<file path="src/design/rep_string_cfg.svh">
// timing and encoding constants for the repeated string move engine
`ifndef REP_STRING_CFG_SVH
`define REP_STRING_CFG_SVH
`define CLK_PERIOD_NS        20
`define BYTE_SHORT_LIMIT     32'h0000_0004
`define BYTE_SLOW_LIMIT      32'h0000_0009
`define WIDE_SHORT_LIMIT     32'h0000_000C
`define FAST_LIMIT           32'h0000_004C
`define LAT_BYTE_SHORT       16'h0009
`define LAT_BYTE_STARTUP     16'h0032
`define LAT_WIDE_SHORT       16'h0014
`define LAT_WIDE_MID_STARTUP 16'h000F
`define LAT_FAST_STARTUP     16'h0028
`define LAT_SPLIT_STARTUP    16'h0023
`define FAST_BEAT_CYCLES     3'h4
`define SPLIT_BEAT_CYCLES    3'h6
`define PIECE_BYTES          8'h10
`define LINE_BYTES           8'h40
`define LINE_OFFSET_MASK     8'h3F
`define PIECE_OFFSET_MASK    8'h0F
`define PIECES_PER_LINE      3'h4
`endif

</file>
<file path="src/design/rep_string_pkg.sv">
// types shared by the repeated string move engine
package rep_string_pkg;
  typedef enum logic [1:0] {
    elem_byte  = 2'b00,
    elem_word  = 2'b01,
    elem_dword = 2'b10,
    elem_qword = 2'b11
  } elem_size_type;

  typedef enum logic [1:0] {
    regime_byte  = 2'b00,
    regime_short = 2'b01,
    regime_mid   = 2'b10,
    regime_fast  = 2'b11
  } regime_type;

  // one request from instruction execution
  typedef struct packed {
    logic          string_fill_op;
    elem_size_type size;
    logic [31:0]   iteration_count_reg;
    logic [31:0]   src_addr;
    logic [31:0]   dst_addr;
    logic [127:0]  fill_value;
  } rep_req_type;

  // one memory piece towards the load/store path
  typedef struct packed {
    logic         is_fill;
    logic [31:0]  src_addr;
    logic [31:0]  dst_addr;
    logic [4:0]   nbytes;
    logic [127:0] fill_value;
  } mem_op_type;
endpackage

</file>
<file path="src/design/rep_delay_counter.sv">
// down-counter that paces cycles between pieces and startup
`timescale 1ns/1ps
`include "rep_string_cfg.svh"
module rep_delay_counter
  import rep_string_pkg::*;
(
  // clock and reset
  input  wire logic        clk_sys,
  input  wire logic        reset_n,
  // control
  input  wire logic        load,
  input  wire logic [15:0] load_value,
  // status
  output logic             expired
);
  logic [15:0] count_q;
  logic [15:0] count_d;

  always_comb begin
    count_d = count_q;
    if (load) begin
      count_d = load_value;
    end else if (count_q != 16'h0000) begin
      count_d = count_q - 16'h0001;
    end
  end

  always_ff @(posedge clk_sys) begin
    if (!reset_n) begin
      count_q <= 16'h0000;
    end else begin
      count_q <= count_d;
    end
  end

  assign expired = (count_q == 16'h0000) && !load;
endmodule

</file>
<file path="src/design/rep_string_engine.sv">
// repeated string copy/fill sequencer with count-driven latency regimes
// Behaviour
// each iteration moves one sized element
// byte copies, count under 4: 9 cycles
// byte copies, count over 9: 50 startup
// wider copies, count to 12: 20 cycles
// count 76+, not byte: move 16-byte pieces
// fast, split-free: 40 startup, 4 per 64 bytes
// line splits: 35 startup, 6 per 64 bytes
// intermediate wide copies: 15 startup, one per element
// fast mode allowed for unaligned addresses
// count register decrements, done when zero
`timescale 1ns/1ps
`include "rep_string_cfg.svh"
module rep_string_engine
  import rep_string_pkg::*;
(
  // clock and reset
  input  wire logic        clk_sys,
  input  wire logic        reset_n,
  // request from instruction execution
  input  wire logic        start,
  input  rep_req_type      req,
  output logic             busy,
  output logic             done,
  output logic [31:0]      iteration_count_reg,
  output regime_type       regime,
  // load/store path
  output logic             mem_valid,
  output mem_op_type       mem_op,
  input  wire logic        mem_ready
);
  //----------------------------------------------------------------
  // helpers
  //----------------------------------------------------------------
  function automatic logic [4:0] elem_bytes(input elem_size_type s);
    case (s)
      elem_byte:  elem_bytes = 5'h01;
      elem_word:  elem_bytes = 5'h02;
      elem_dword: elem_bytes = 5'h04;
      default:    elem_bytes = 5'h08;
    endcase
  endfunction

  function automatic regime_type pick_regime(input elem_size_type s, input logic [31:0] n);
    if (s == elem_byte) begin
      pick_regime = regime_byte;
    end else if (n <= `WIDE_SHORT_LIMIT) begin
      pick_regime = regime_short;
    end else if (n >= `FAST_LIMIT) begin
      pick_regime = regime_fast;
    end else begin
      pick_regime = regime_mid;
    end
  endfunction

  // a fast run holds at least nine pieces, so any start off a 16-byte
  // boundary walks some piece across a line edge
  function automatic logic splits(input logic [31:0] a);
    splits = (a[7:0] & `PIECE_OFFSET_MASK) != 8'h00;
  endfunction

  //----------------------------------------------------------------
  // state
  //----------------------------------------------------------------
  typedef enum logic [2:0] {
    st_idle   = 3'b000,
    st_start  = 3'b001,
    st_issue  = 3'b010,
    st_pace   = 3'b011,
    st_tail   = 3'b100,
    st_done   = 3'b101
  } state_type;

  state_type     state_q, state_d;
  rep_req_type   req_q, req_d;
  regime_type    regime_q, regime_d;
  logic          split_q, split_d;
  logic [1:0]    beat_q, beat_d;
  logic          valid_q, valid_d;
  mem_op_type    op_q, op_d;
  logic          done_q, done_d;
  logic          load;
  logic [15:0]   load_value;
  logic          expired;
  logic [4:0]    esize;
  logic          busy_q, busy_d;
  logic [4:0]    step_bytes;
  logic [31:0]   step_elems;

  rep_delay_counter u_delay (
    .clk_sys    (clk_sys),
    .reset_n    (reset_n),
    .load       (load),
    .load_value (load_value),
    .expired    (expired)
  );

  assign esize     = elem_bytes(req_q.size);

  // piece size: 16 bytes in fast mode when enough remains, else one element
  always_comb begin
    step_bytes = esize;
    step_elems = 32'h0000_0001;
    if (regime_q == regime_fast) begin
      if ((req_q.iteration_count_reg * {27'h0, esize}) >= {24'h0, `PIECE_BYTES}) begin
        step_bytes = 5'(`PIECE_BYTES);
        step_elems = {27'h0, 5'(`PIECE_BYTES) / esize};
      end
    end
  end

  //----------------------------------------------------------------
  // sequencer
  //----------------------------------------------------------------
  always_comb begin
    state_d    = state_q;
    req_d      = req_q;
    regime_d   = regime_q;
    split_d    = split_q;
    beat_d     = beat_q;
    valid_d    = valid_q;
    op_d       = op_q;
    done_d     = 1'b0;
    load       = 1'b0;
    load_value = 16'h0000;
    case (state_q)
      st_idle: begin
        if (start) begin
          req_d    = req;
          regime_d = pick_regime(req.size, req.iteration_count_reg);
          // unaligned addresses still qualify for fast mode
          split_d  = splits(req.src_addr) || splits(req.dst_addr);
          beat_d   = 2'b00;
          load     = 1'b1;
          case (pick_regime(req.size, req.iteration_count_reg))
            regime_byte: begin
              if (req.iteration_count_reg < `BYTE_SHORT_LIMIT) begin
                load_value = `LAT_BYTE_SHORT - 16'h0002;
              end else if (req.iteration_count_reg > `BYTE_SLOW_LIMIT) begin
                load_value = `LAT_BYTE_STARTUP - 16'h0001;
              end else begin
                load_value = `LAT_WIDE_MID_STARTUP - 16'h0001;
              end
            end
            regime_short: load_value = `LAT_WIDE_SHORT - 16'h0002;
            regime_mid:   load_value = `LAT_WIDE_MID_STARTUP - 16'h0001;
            default: begin
              if (splits(req.src_addr) || splits(req.dst_addr)) begin
                load_value = `LAT_SPLIT_STARTUP - 16'h0001;
              end else begin
                load_value = `LAT_FAST_STARTUP - 16'h0001;
              end
            end
          endcase
          state_d = st_start;
        end
      end
      st_start: begin
        if (expired) begin
          state_d = (req_q.iteration_count_reg == 32'h0) ? st_done : st_issue;
        end
      end
      st_issue: begin
        if (!valid_q) begin
          valid_d           = 1'b1;
          op_d.is_fill      = req_q.string_fill_op;
          op_d.src_addr     = req_q.src_addr;
          op_d.dst_addr     = req_q.dst_addr;
          op_d.nbytes       = step_bytes;
          op_d.fill_value   = req_q.fill_value;
        end else if (mem_ready) begin
          valid_d                   = 1'b0;
          req_d.src_addr            = req_q.src_addr + {27'h0, step_bytes};
          req_d.dst_addr            = req_q.dst_addr + {27'h0, step_bytes};
          req_d.iteration_count_reg = req_q.iteration_count_reg - step_elems;
          beat_d                    = beat_q + 2'b01;
          // other regimes spend their whole budget on the counter before the first piece
          if (regime_q == regime_fast && step_bytes == 5'(`PIECE_BYTES)) begin
            // four pieces make 64 bytes; charge one line beat at the fourth
            if (beat_q == 2'b11) begin
              load       = 1'b1;
              // the piece loop already covers the split-free line cost, so only
              // a split line pays the extra beats; never load below zero
              load_value = split_q ? {13'h0, `SPLIT_BEAT_CYCLES} - {13'h0, `FAST_BEAT_CYCLES}
                                   : 16'h0000;
            end
          end
          state_d = st_pace;
        end
      end
      st_pace: begin
        if (expired) begin
          state_d = (req_q.iteration_count_reg == 32'h0) ? st_done : st_issue;
        end
      end
      st_done: begin
        done_d  = 1'b1;
        state_d = st_idle;
      end
      default: state_d = st_idle;
    endcase
    busy_d = (state_d != st_idle);
  end

  always_ff @(posedge clk_sys) begin
    if (!reset_n) begin
      state_q  <= st_idle;
      req_q    <= '0;
      regime_q <= regime_byte;
      split_q  <= 1'b0;
      beat_q   <= 2'b00;
      valid_q  <= 1'b0;
      op_q     <= '0;
      done_q   <= 1'b0;
      busy_q   <= 1'b0;
    end else begin
      state_q  <= state_d;
      req_q    <= req_d;
      regime_q <= regime_d;
      split_q  <= split_d;
      beat_q   <= beat_d;
      valid_q  <= valid_d;
      op_q     <= op_d;
      done_q   <= done_d;
      busy_q   <= busy_d;
    end
  end

  assign busy                = busy_q;
  assign done                = done_q;
  assign iteration_count_reg = req_q.iteration_count_reg;
  assign regime              = regime_q;
  assign mem_valid           = valid_q;
  assign mem_op              = op_q;
endmodule

</file>
<file path="config.mk">
export PLATFORM = sky130hd
export DESIGN_NAME = rep_string_engine
export DESIGN_NICKNAME = d
export VERILOG_FILES = /design/src/design/rep_string_pkg.sv /design/src/design/rep_delay_counter.sv /design/src/design/rep_string_engine.sv
export VERILOG_INCLUDE_DIRS = /design/src /design/src/design
export SDC_FILE = /design/constraint.sdc
export NUM_CORES = 1
export LEC_CHECK = 0
export ABC_AREA = 1
export BUFFER_PORTS_ARGS = -buffer_cell sky130_fd_sc_hd__buf_2
export CAP_MARGIN = 20
export CORE_MARGIN = 2
export CORE_UTILIZATION = 40
export DETAILED_ROUTE_END_ITERATION = 16
export PLACE_DENSITY_LB_ADDON = 0.25
export SKIP_CTS_REPAIR_TIMING = 1
export SLEW_MARGIN = 20
export SYNTH_ARGS = -nofsm -noshare
export SYNTH_HDL_FRONTEND = slang
export SYNTH_HIERARCHICAL = 1
export SYNTH_SLANG_ARGS = --single-unit
</file>
<file path="constraint.sdc">
create_clock -name clk_sys -period 5.6 [get_ports clk_sys]
set_input_delay 1.12 -clock clk_sys [delete_from_list [all_inputs] [get_ports clk_sys]]
set_output_delay 1.12 -clock clk_sys [all_outputs]
set_load 0.02 [all_outputs]
</file>
==> metrics, run 1 <==
status finished, violations left; failing checks negative setup slack; hold endpoint mem_op[112]; Vias/cell 5.06; GRT Overall Usage around 26%; biggest area consumer among synthesized cells dfxtp_1; FMAX 173 MHz; layout cells sized above 1 between 20 and 30%; Finished Cell Area 32000 sq um; row cnt 89; HP Start req_q[112]; MaxCap Viol Count 0; core area 59100 sq um; CTS tree yes; Worst path slowest cell fa_1; Placed Cells incl. Taps 4776; Via Count around 25000; r2r setup slk -0.18 ns; Skew-Pair Late Insertion Delay approximately 0.61 ns; commonest non-fill, non-tap cells in the layout nor2_1, buf_2, dfxtp_1; Post-Place Setup Slack -0.584 ns; Net Sw Frac 30.5%; WP data arrival 6.33 ns; hold path cells 2; CP Launch Type register; final critical-path setup slack -0.181 ns; setup tns final -1.55 ns; CTS H-tree depth 2; maximum fanout along the worst path 6; final antenna-violating net count 0; Syn. warnings 6; NetSw roughly 2.7 mW; die area 61900 sq um; Tcrit/Tclk final 103%; global-route wire length before repair 129000 um; Syn Area/Cell 6.81 sq um; Ports 466; Congestion Overflow GR 0; Worst R2R End iteration_count_reg[28]; Tmin final around 5.8 ns; Layout area overhead 33.4%; Initial Util 40.5%; WS Path Type register to register; Layout Utilization between 50% and 60%; Syn Inst Count 3521; CP top delay family simple AND/OR/NAND/NOR gates; Iter 0 DRT Violations 1614; RSZ-0062 raised after global routing yes; post-detail-place hpwl 60300 um; fin. max-slew vios 0; IO buf count approximately 470; Die Y 249 um; Setup crit end kind register; routability congestion estimate 0.932; Post-Layout Cell Count 4914; CTS Sinks about 450; CP dominant cell by count nand2_1; Min-Delay Path Class register to register; commonest non-fill, non-tap cell in the layout nor2_1; Pint roughly 6.1 mW; data required time of the worst path 6.15 ns; total routed wirelength 85000 um; Root Driver clkbuf_16; largest net degree at the start of global routing 173; Longest Clk Path Bufs 3; number of global-route vias before repair between 20000 and 25000; Reg2Reg Depth 41; Tot Pwr 8.73 mW; part of the power in combinational logic 21.2%; routed len/inst 17.3 um; worst reg2reg startpoint req_q[225]; Worst path max stage delay 0.51 ns; Clk pwr share 37.8%; initial antenna violation count 26; worst clock skew ~0.047 ns; die width 249 um; Slew headroom 29.4%; drt first pass iters 5; post-synthesis sequential area ratio 37.7%; Seq pwr share between 40% and 50%; Fin. Hold Viols 0; Clock transition at path regs 0.07 ns; Final Hold Slack around 0.44 ns; CTS buffer count 49; Synth top area share 37.7%; dominant cells by area after synthesis dfxtp_1, nor2_1, o21ai_0, nand2_1, inv_1; Peak VDD IR about 0.26 mV; count of final setup violators 24; Cell Area, Placed 28200 sq um; pwr dens 273 nW/um^2; Bufs and invs on worst path 10; Worst-Margin Slew around 1.1 ns; max reg flops about 200; LEAKAGE between 15 and 20 nW; nets 4430; number of remaining DRC errors 0; synthesized cell area 24000 sq um; #FFs+latches synth 452; Synth cell types 50
-- cell families (layout without fill, tap and decap cells) --
logic type                 count (synthesis)  in the layout  synth area share (%)
DFF                                      452            452                  37.7
AOI/OAI and AO/OA                        779            779                  17.0
xor gates and xnor gates                  50             50                  1.83
adders and majority gates                111            111                  7.67
and+or+nand+nor                         1554           1554                  26.2
buffers and inverters                    574           1168                  9.55
other                                      1             27                0.0156
-- worst max-delay path by stage --
stage / startpoint / endpoint / slack, ns / cells past startpoint
floorplan: req_q[225] / iteration_count_reg[28] / 0.06 / 36
global placement: req_q[225] / iteration_count_reg[28] / -0.47 / 37
detailed placement: req_q[225] / iteration_count_reg[28] / -0.58 / 37
CTS: req_q[225] / req_q[158] / -0.64 / 38
global route: req_q[225] / req_q[188] / -0.49 / 46
finish: req_q[225] / iteration_count_reg[28] / -0.18 / 41
-- final cells by class --
type                            instances  area, sq um
Clock inverter                         19          213
Inverter                              365         1420
Timing Repair Buffer                  716         4520
Fill cell                            5784        27100
Clock buffer                           68         1420
Sequential cell                       452         9060
Tap cell                              773          967
Antenna cell                           17         42.5
Multi-Input combinational cell       2504        14400
-- routing by layer --
layer  track usage (%)  vias up  routed length [um]
li1                  -    12400                   -
met1              32.4    11600               35800
met2              43.2      678               40000
met3              4.96      198                5170
met4              10.9       18                3830
met5                 0        -                 115
-- cells in the mapped netlist (all sizes together) --
cell type and instances:
o22ai 4, a21oi 262, a221oi 26, xnor2 15, xor2 35, a21o 4
dfxtp 452, clkinv 2, and2 5, nand2 487, or2 9, fa 60
nor4 20, o211ai 2, nand3 101, o21bai 3, a31o 1, o21ai 465
buf 43, nor2 874, o221ai 1, conb 1, o211a 1, clkbuf 166
a22oi 1, o21a 1, inv 363, a31oi 3, nor3b 2, a21boi 2
nand4 28, ha 51, a211oi 3, nor3 28
-- worst min-delay path: cells and delay by family, from the launching register on --
kind,cells,cell delay (ns)
DFF,1,0.32
and+or+nand+nor,2,0.13
-- power groups by stage --
| stage | logic (mW) | registers, mW | clock network, mW |
|---|---|---|---|
| final | 1.85 | 3.58 | 3.30 |
| after global routing | 2.04 | 3.60 | 3.49 |
| after CTS | 1.58 | 3.57 | 3.36 |
| after detailed placement | 1.58 | 3.63 | 0 |
| after global placement | 1.57 | 3.63 | 0 |
| after floorplan | 0.946 | 3.64 | 0 |
Note: power is estimated with default switching activity, not from simulation.
==> inputs of run 2 (changes only) <==
Settings changed: CORE_ASPECT_RATIO set to 1.25, CORE_UTILIZATION 40 to 51.
==> run 2 against run 1 <==
  * The flow still finishes with violations (negative setup slack)
  * Sequential power is essentially flat
  * Worst setup slack lost 0.13 ns
  * Cell count shrank 3.9%
  * Cell area grew 0.46%
  * Sequential share of layout area shrank 0.14 points
  * Combinational power grew 3%
  * Critical path type unchanged
  * Largest power group unchanged
==> metrics, run 2 (same netlist as run 1, synthesis figures left out) <==
Tmin final 5.91 ns (+0.125 ns); WS Path Type register to register; Worst path max stage delay 0.57 ns (+0.06 ns); Setup crit end kind register; worst clock skew 0.0188 ns (-0.0283 ns); Slew headroom 15.5% (-14 points); Cell Area, Placed 27900 sq um (-0.94%); Post-Place Setup Slack -0.599 ns (-0.0156 ns); Ports 466 (unchanged); Tcrit/Tclk final 105% (+2.2 points); CTS buffer count 45 (-8.2%); initial antenna violation count 28 (+7.7%); HP Start regime[0]; setup tns final -7.54 ns (-5.99 ns); Vias/cell 5.42 (+7.0%); row cnt 88 (-1.1%); nets 4429 (-0.023%); Finished Cell Area 32100 sq um (+0.46%); WP depth 42 (+2.4%); count of final setup violators 49 (+100%); post-detail-place hpwl 58300 um (-3.2%); maximum fanout along the worst path 7 (+1); Die Y 246 um (-0.97%); final antenna-violating net count 0 (unchanged); CP Capture Point req_q[158]; Worst R2R End req_q[158]; routability congestion estimate 0.996 (+6.8%); gr busiest metal met2; Via Count 25600 (+2.8%); CTS H-tree depth 2 (unchanged); CP top delay family simple AND/OR/NAND/NOR gates; met2 Track Usage GR 55.8% (+13 points); status finished, violations left; CTS tree yes; Longest Clk Path Bufs 3 (unchanged); Fin. Hold Viols 0 (unchanged); MaxCap Viol Count 0 (unchanged); largest net degree at the start of global routing 226 (+31%); Skew-Pair Late Insertion Delay 0.60 ns (about the same); die area 48800 sq um (-21%); LEAKAGE 15.6 nW (+0.69%); routed len/inst 18.1 um (+4.7%); Bufs and invs on worst path 10 (unchanged); RSZ-0062 raised after global routing yes; CP Launch Type register; Min-Delay Path Class register to register; layout cells sized above 1 29.9% (+0.93 points); commonest non-fill, non-tap cell in the layout nor2_1; GRT Overall Usage 32.5% (+6.7 points); critical path launch point req_q[224]; max reg flops 198 (unchanged); number of global-route vias before repair 23600 (+1.4%); die width 198 um (-20%); Root Driver clkbuf_16; Layout Utilization 69.5% (+15 points); core area 46200 sq um (-22%); number of remaining DRC errors 0 (unchanged); r2r setup slk -0.31 ns (-0.13 ns); met3 Use GR 9.09% (+4.1 points); CTS Sinks 452 (unchanged); data required time of the worst path 6.13 ns (-0.02 ns); total routed wirelength 85500 um (+0.63%); global-route wire length before repair 125000 um (-3.3%); Worst-Margin Slew 1.27 ns (+0.208 ns); pwr dens 272 nW/um^2 (-0.17%); final critical-path setup slack -0.306 ns (-0.125 ns); Iter 0 DRT Violations 1877 (+16%); Initial Util 51.8% (+11 points); drt first pass iters 7 (+2); commonest non-fill, non-tap cells in the layout nor2_1, buf_2, dfxtp_1; Peak VDD IR 0.273 mV (+6.9%); Clock transition at path regs 0.06 ns (about the same); Layout area overhead 34.1%; Worst path slowest cell fa_1; worst reg2reg startpoint req_q[224]; IO buf count 465 (unchanged); Reg2Reg Depth 42 (+2.4%); fin. max-slew vios 0 (unchanged); FMAX 169 MHz (-2.1%); hold path cells 2 (unchanged); Tot Pwr 8.75 mW (+0.28%); met1 Use GR 36.7% (+4.2 points); failing checks negative setup slack; WP data arrival 6.44 ns (+0.11 ns); CP dominant cell by count nand2_2; Congestion Overflow GR 0 (unchanged)
## run 2: cell count changes in the layout (fill, tap and decap cells not counted), sizes merged
cell	change
buf	+1
clkbuf	-5
bufinv	+3
clkinvlp	+2
inv	+1
clkinv	-7
## run 2: where the power goes
part / internal, mW / leakage [nW] / switching, mW
Clock: 1.91 / 0.774 / 1.36
Combinational: 0.759 / 11.1 / 1.15
Sequential: 3.42 / 3.70 / 0.155
## run 2: worst register-to-register path: cells and delay by family, from the launching register on
family                   cells  cell delay [ns]
AND/OR/NAND/NOR             24             2.25
adder cells (fa/ha/maj)      5             1.76
buffers and inverters       10             0.96
AO/OA/AOI/OAI                3             0.51
flip-flops                   1             0.37
## run 2: layout make-up
| cell class | instances | area, sq um |
|---|---|---|
| clock buffers | 61 | 1290 |
| well taps | 585 | 732 |
| repair buffers | 719 | 4700 |
| inverters | 365 | 1420 |
| clock inverters | 18 | 307 |
| flip-flops and latches | 452 | 9050 |
| fillers | 3876 | 14100 |
| diodes | 17 | 42.5 |
| multi-input cells | 2504 | 14600 |
## run 2: per-stage QoR
step                      hold WS (ns)  instances
after floorplan                  0.448       3530
after global placement           0.461       4579
after detailed placement         0.468       4579
after CTS                        0.477       4658
after global routing             0.494       4716
final                            0.476       4721
## run 2: worst min path at each step
stage	to	slack, ns
finish	regime[0]	0.48
global route	mem_op[126]	0.49
CTS	regime[0]	0.48
detailed placement	regime[0]	0.47
global placement	req_q[6]	0.46
floorplan	done	0.45
## run 2: per-layer routing
layer / routed length, um / share of wire, %
met3: 7440 / 8.7
met4: 4910 / 5.7
met5: 102 / 0.12
met2: 41700 / 49
met1: 31400 / 37
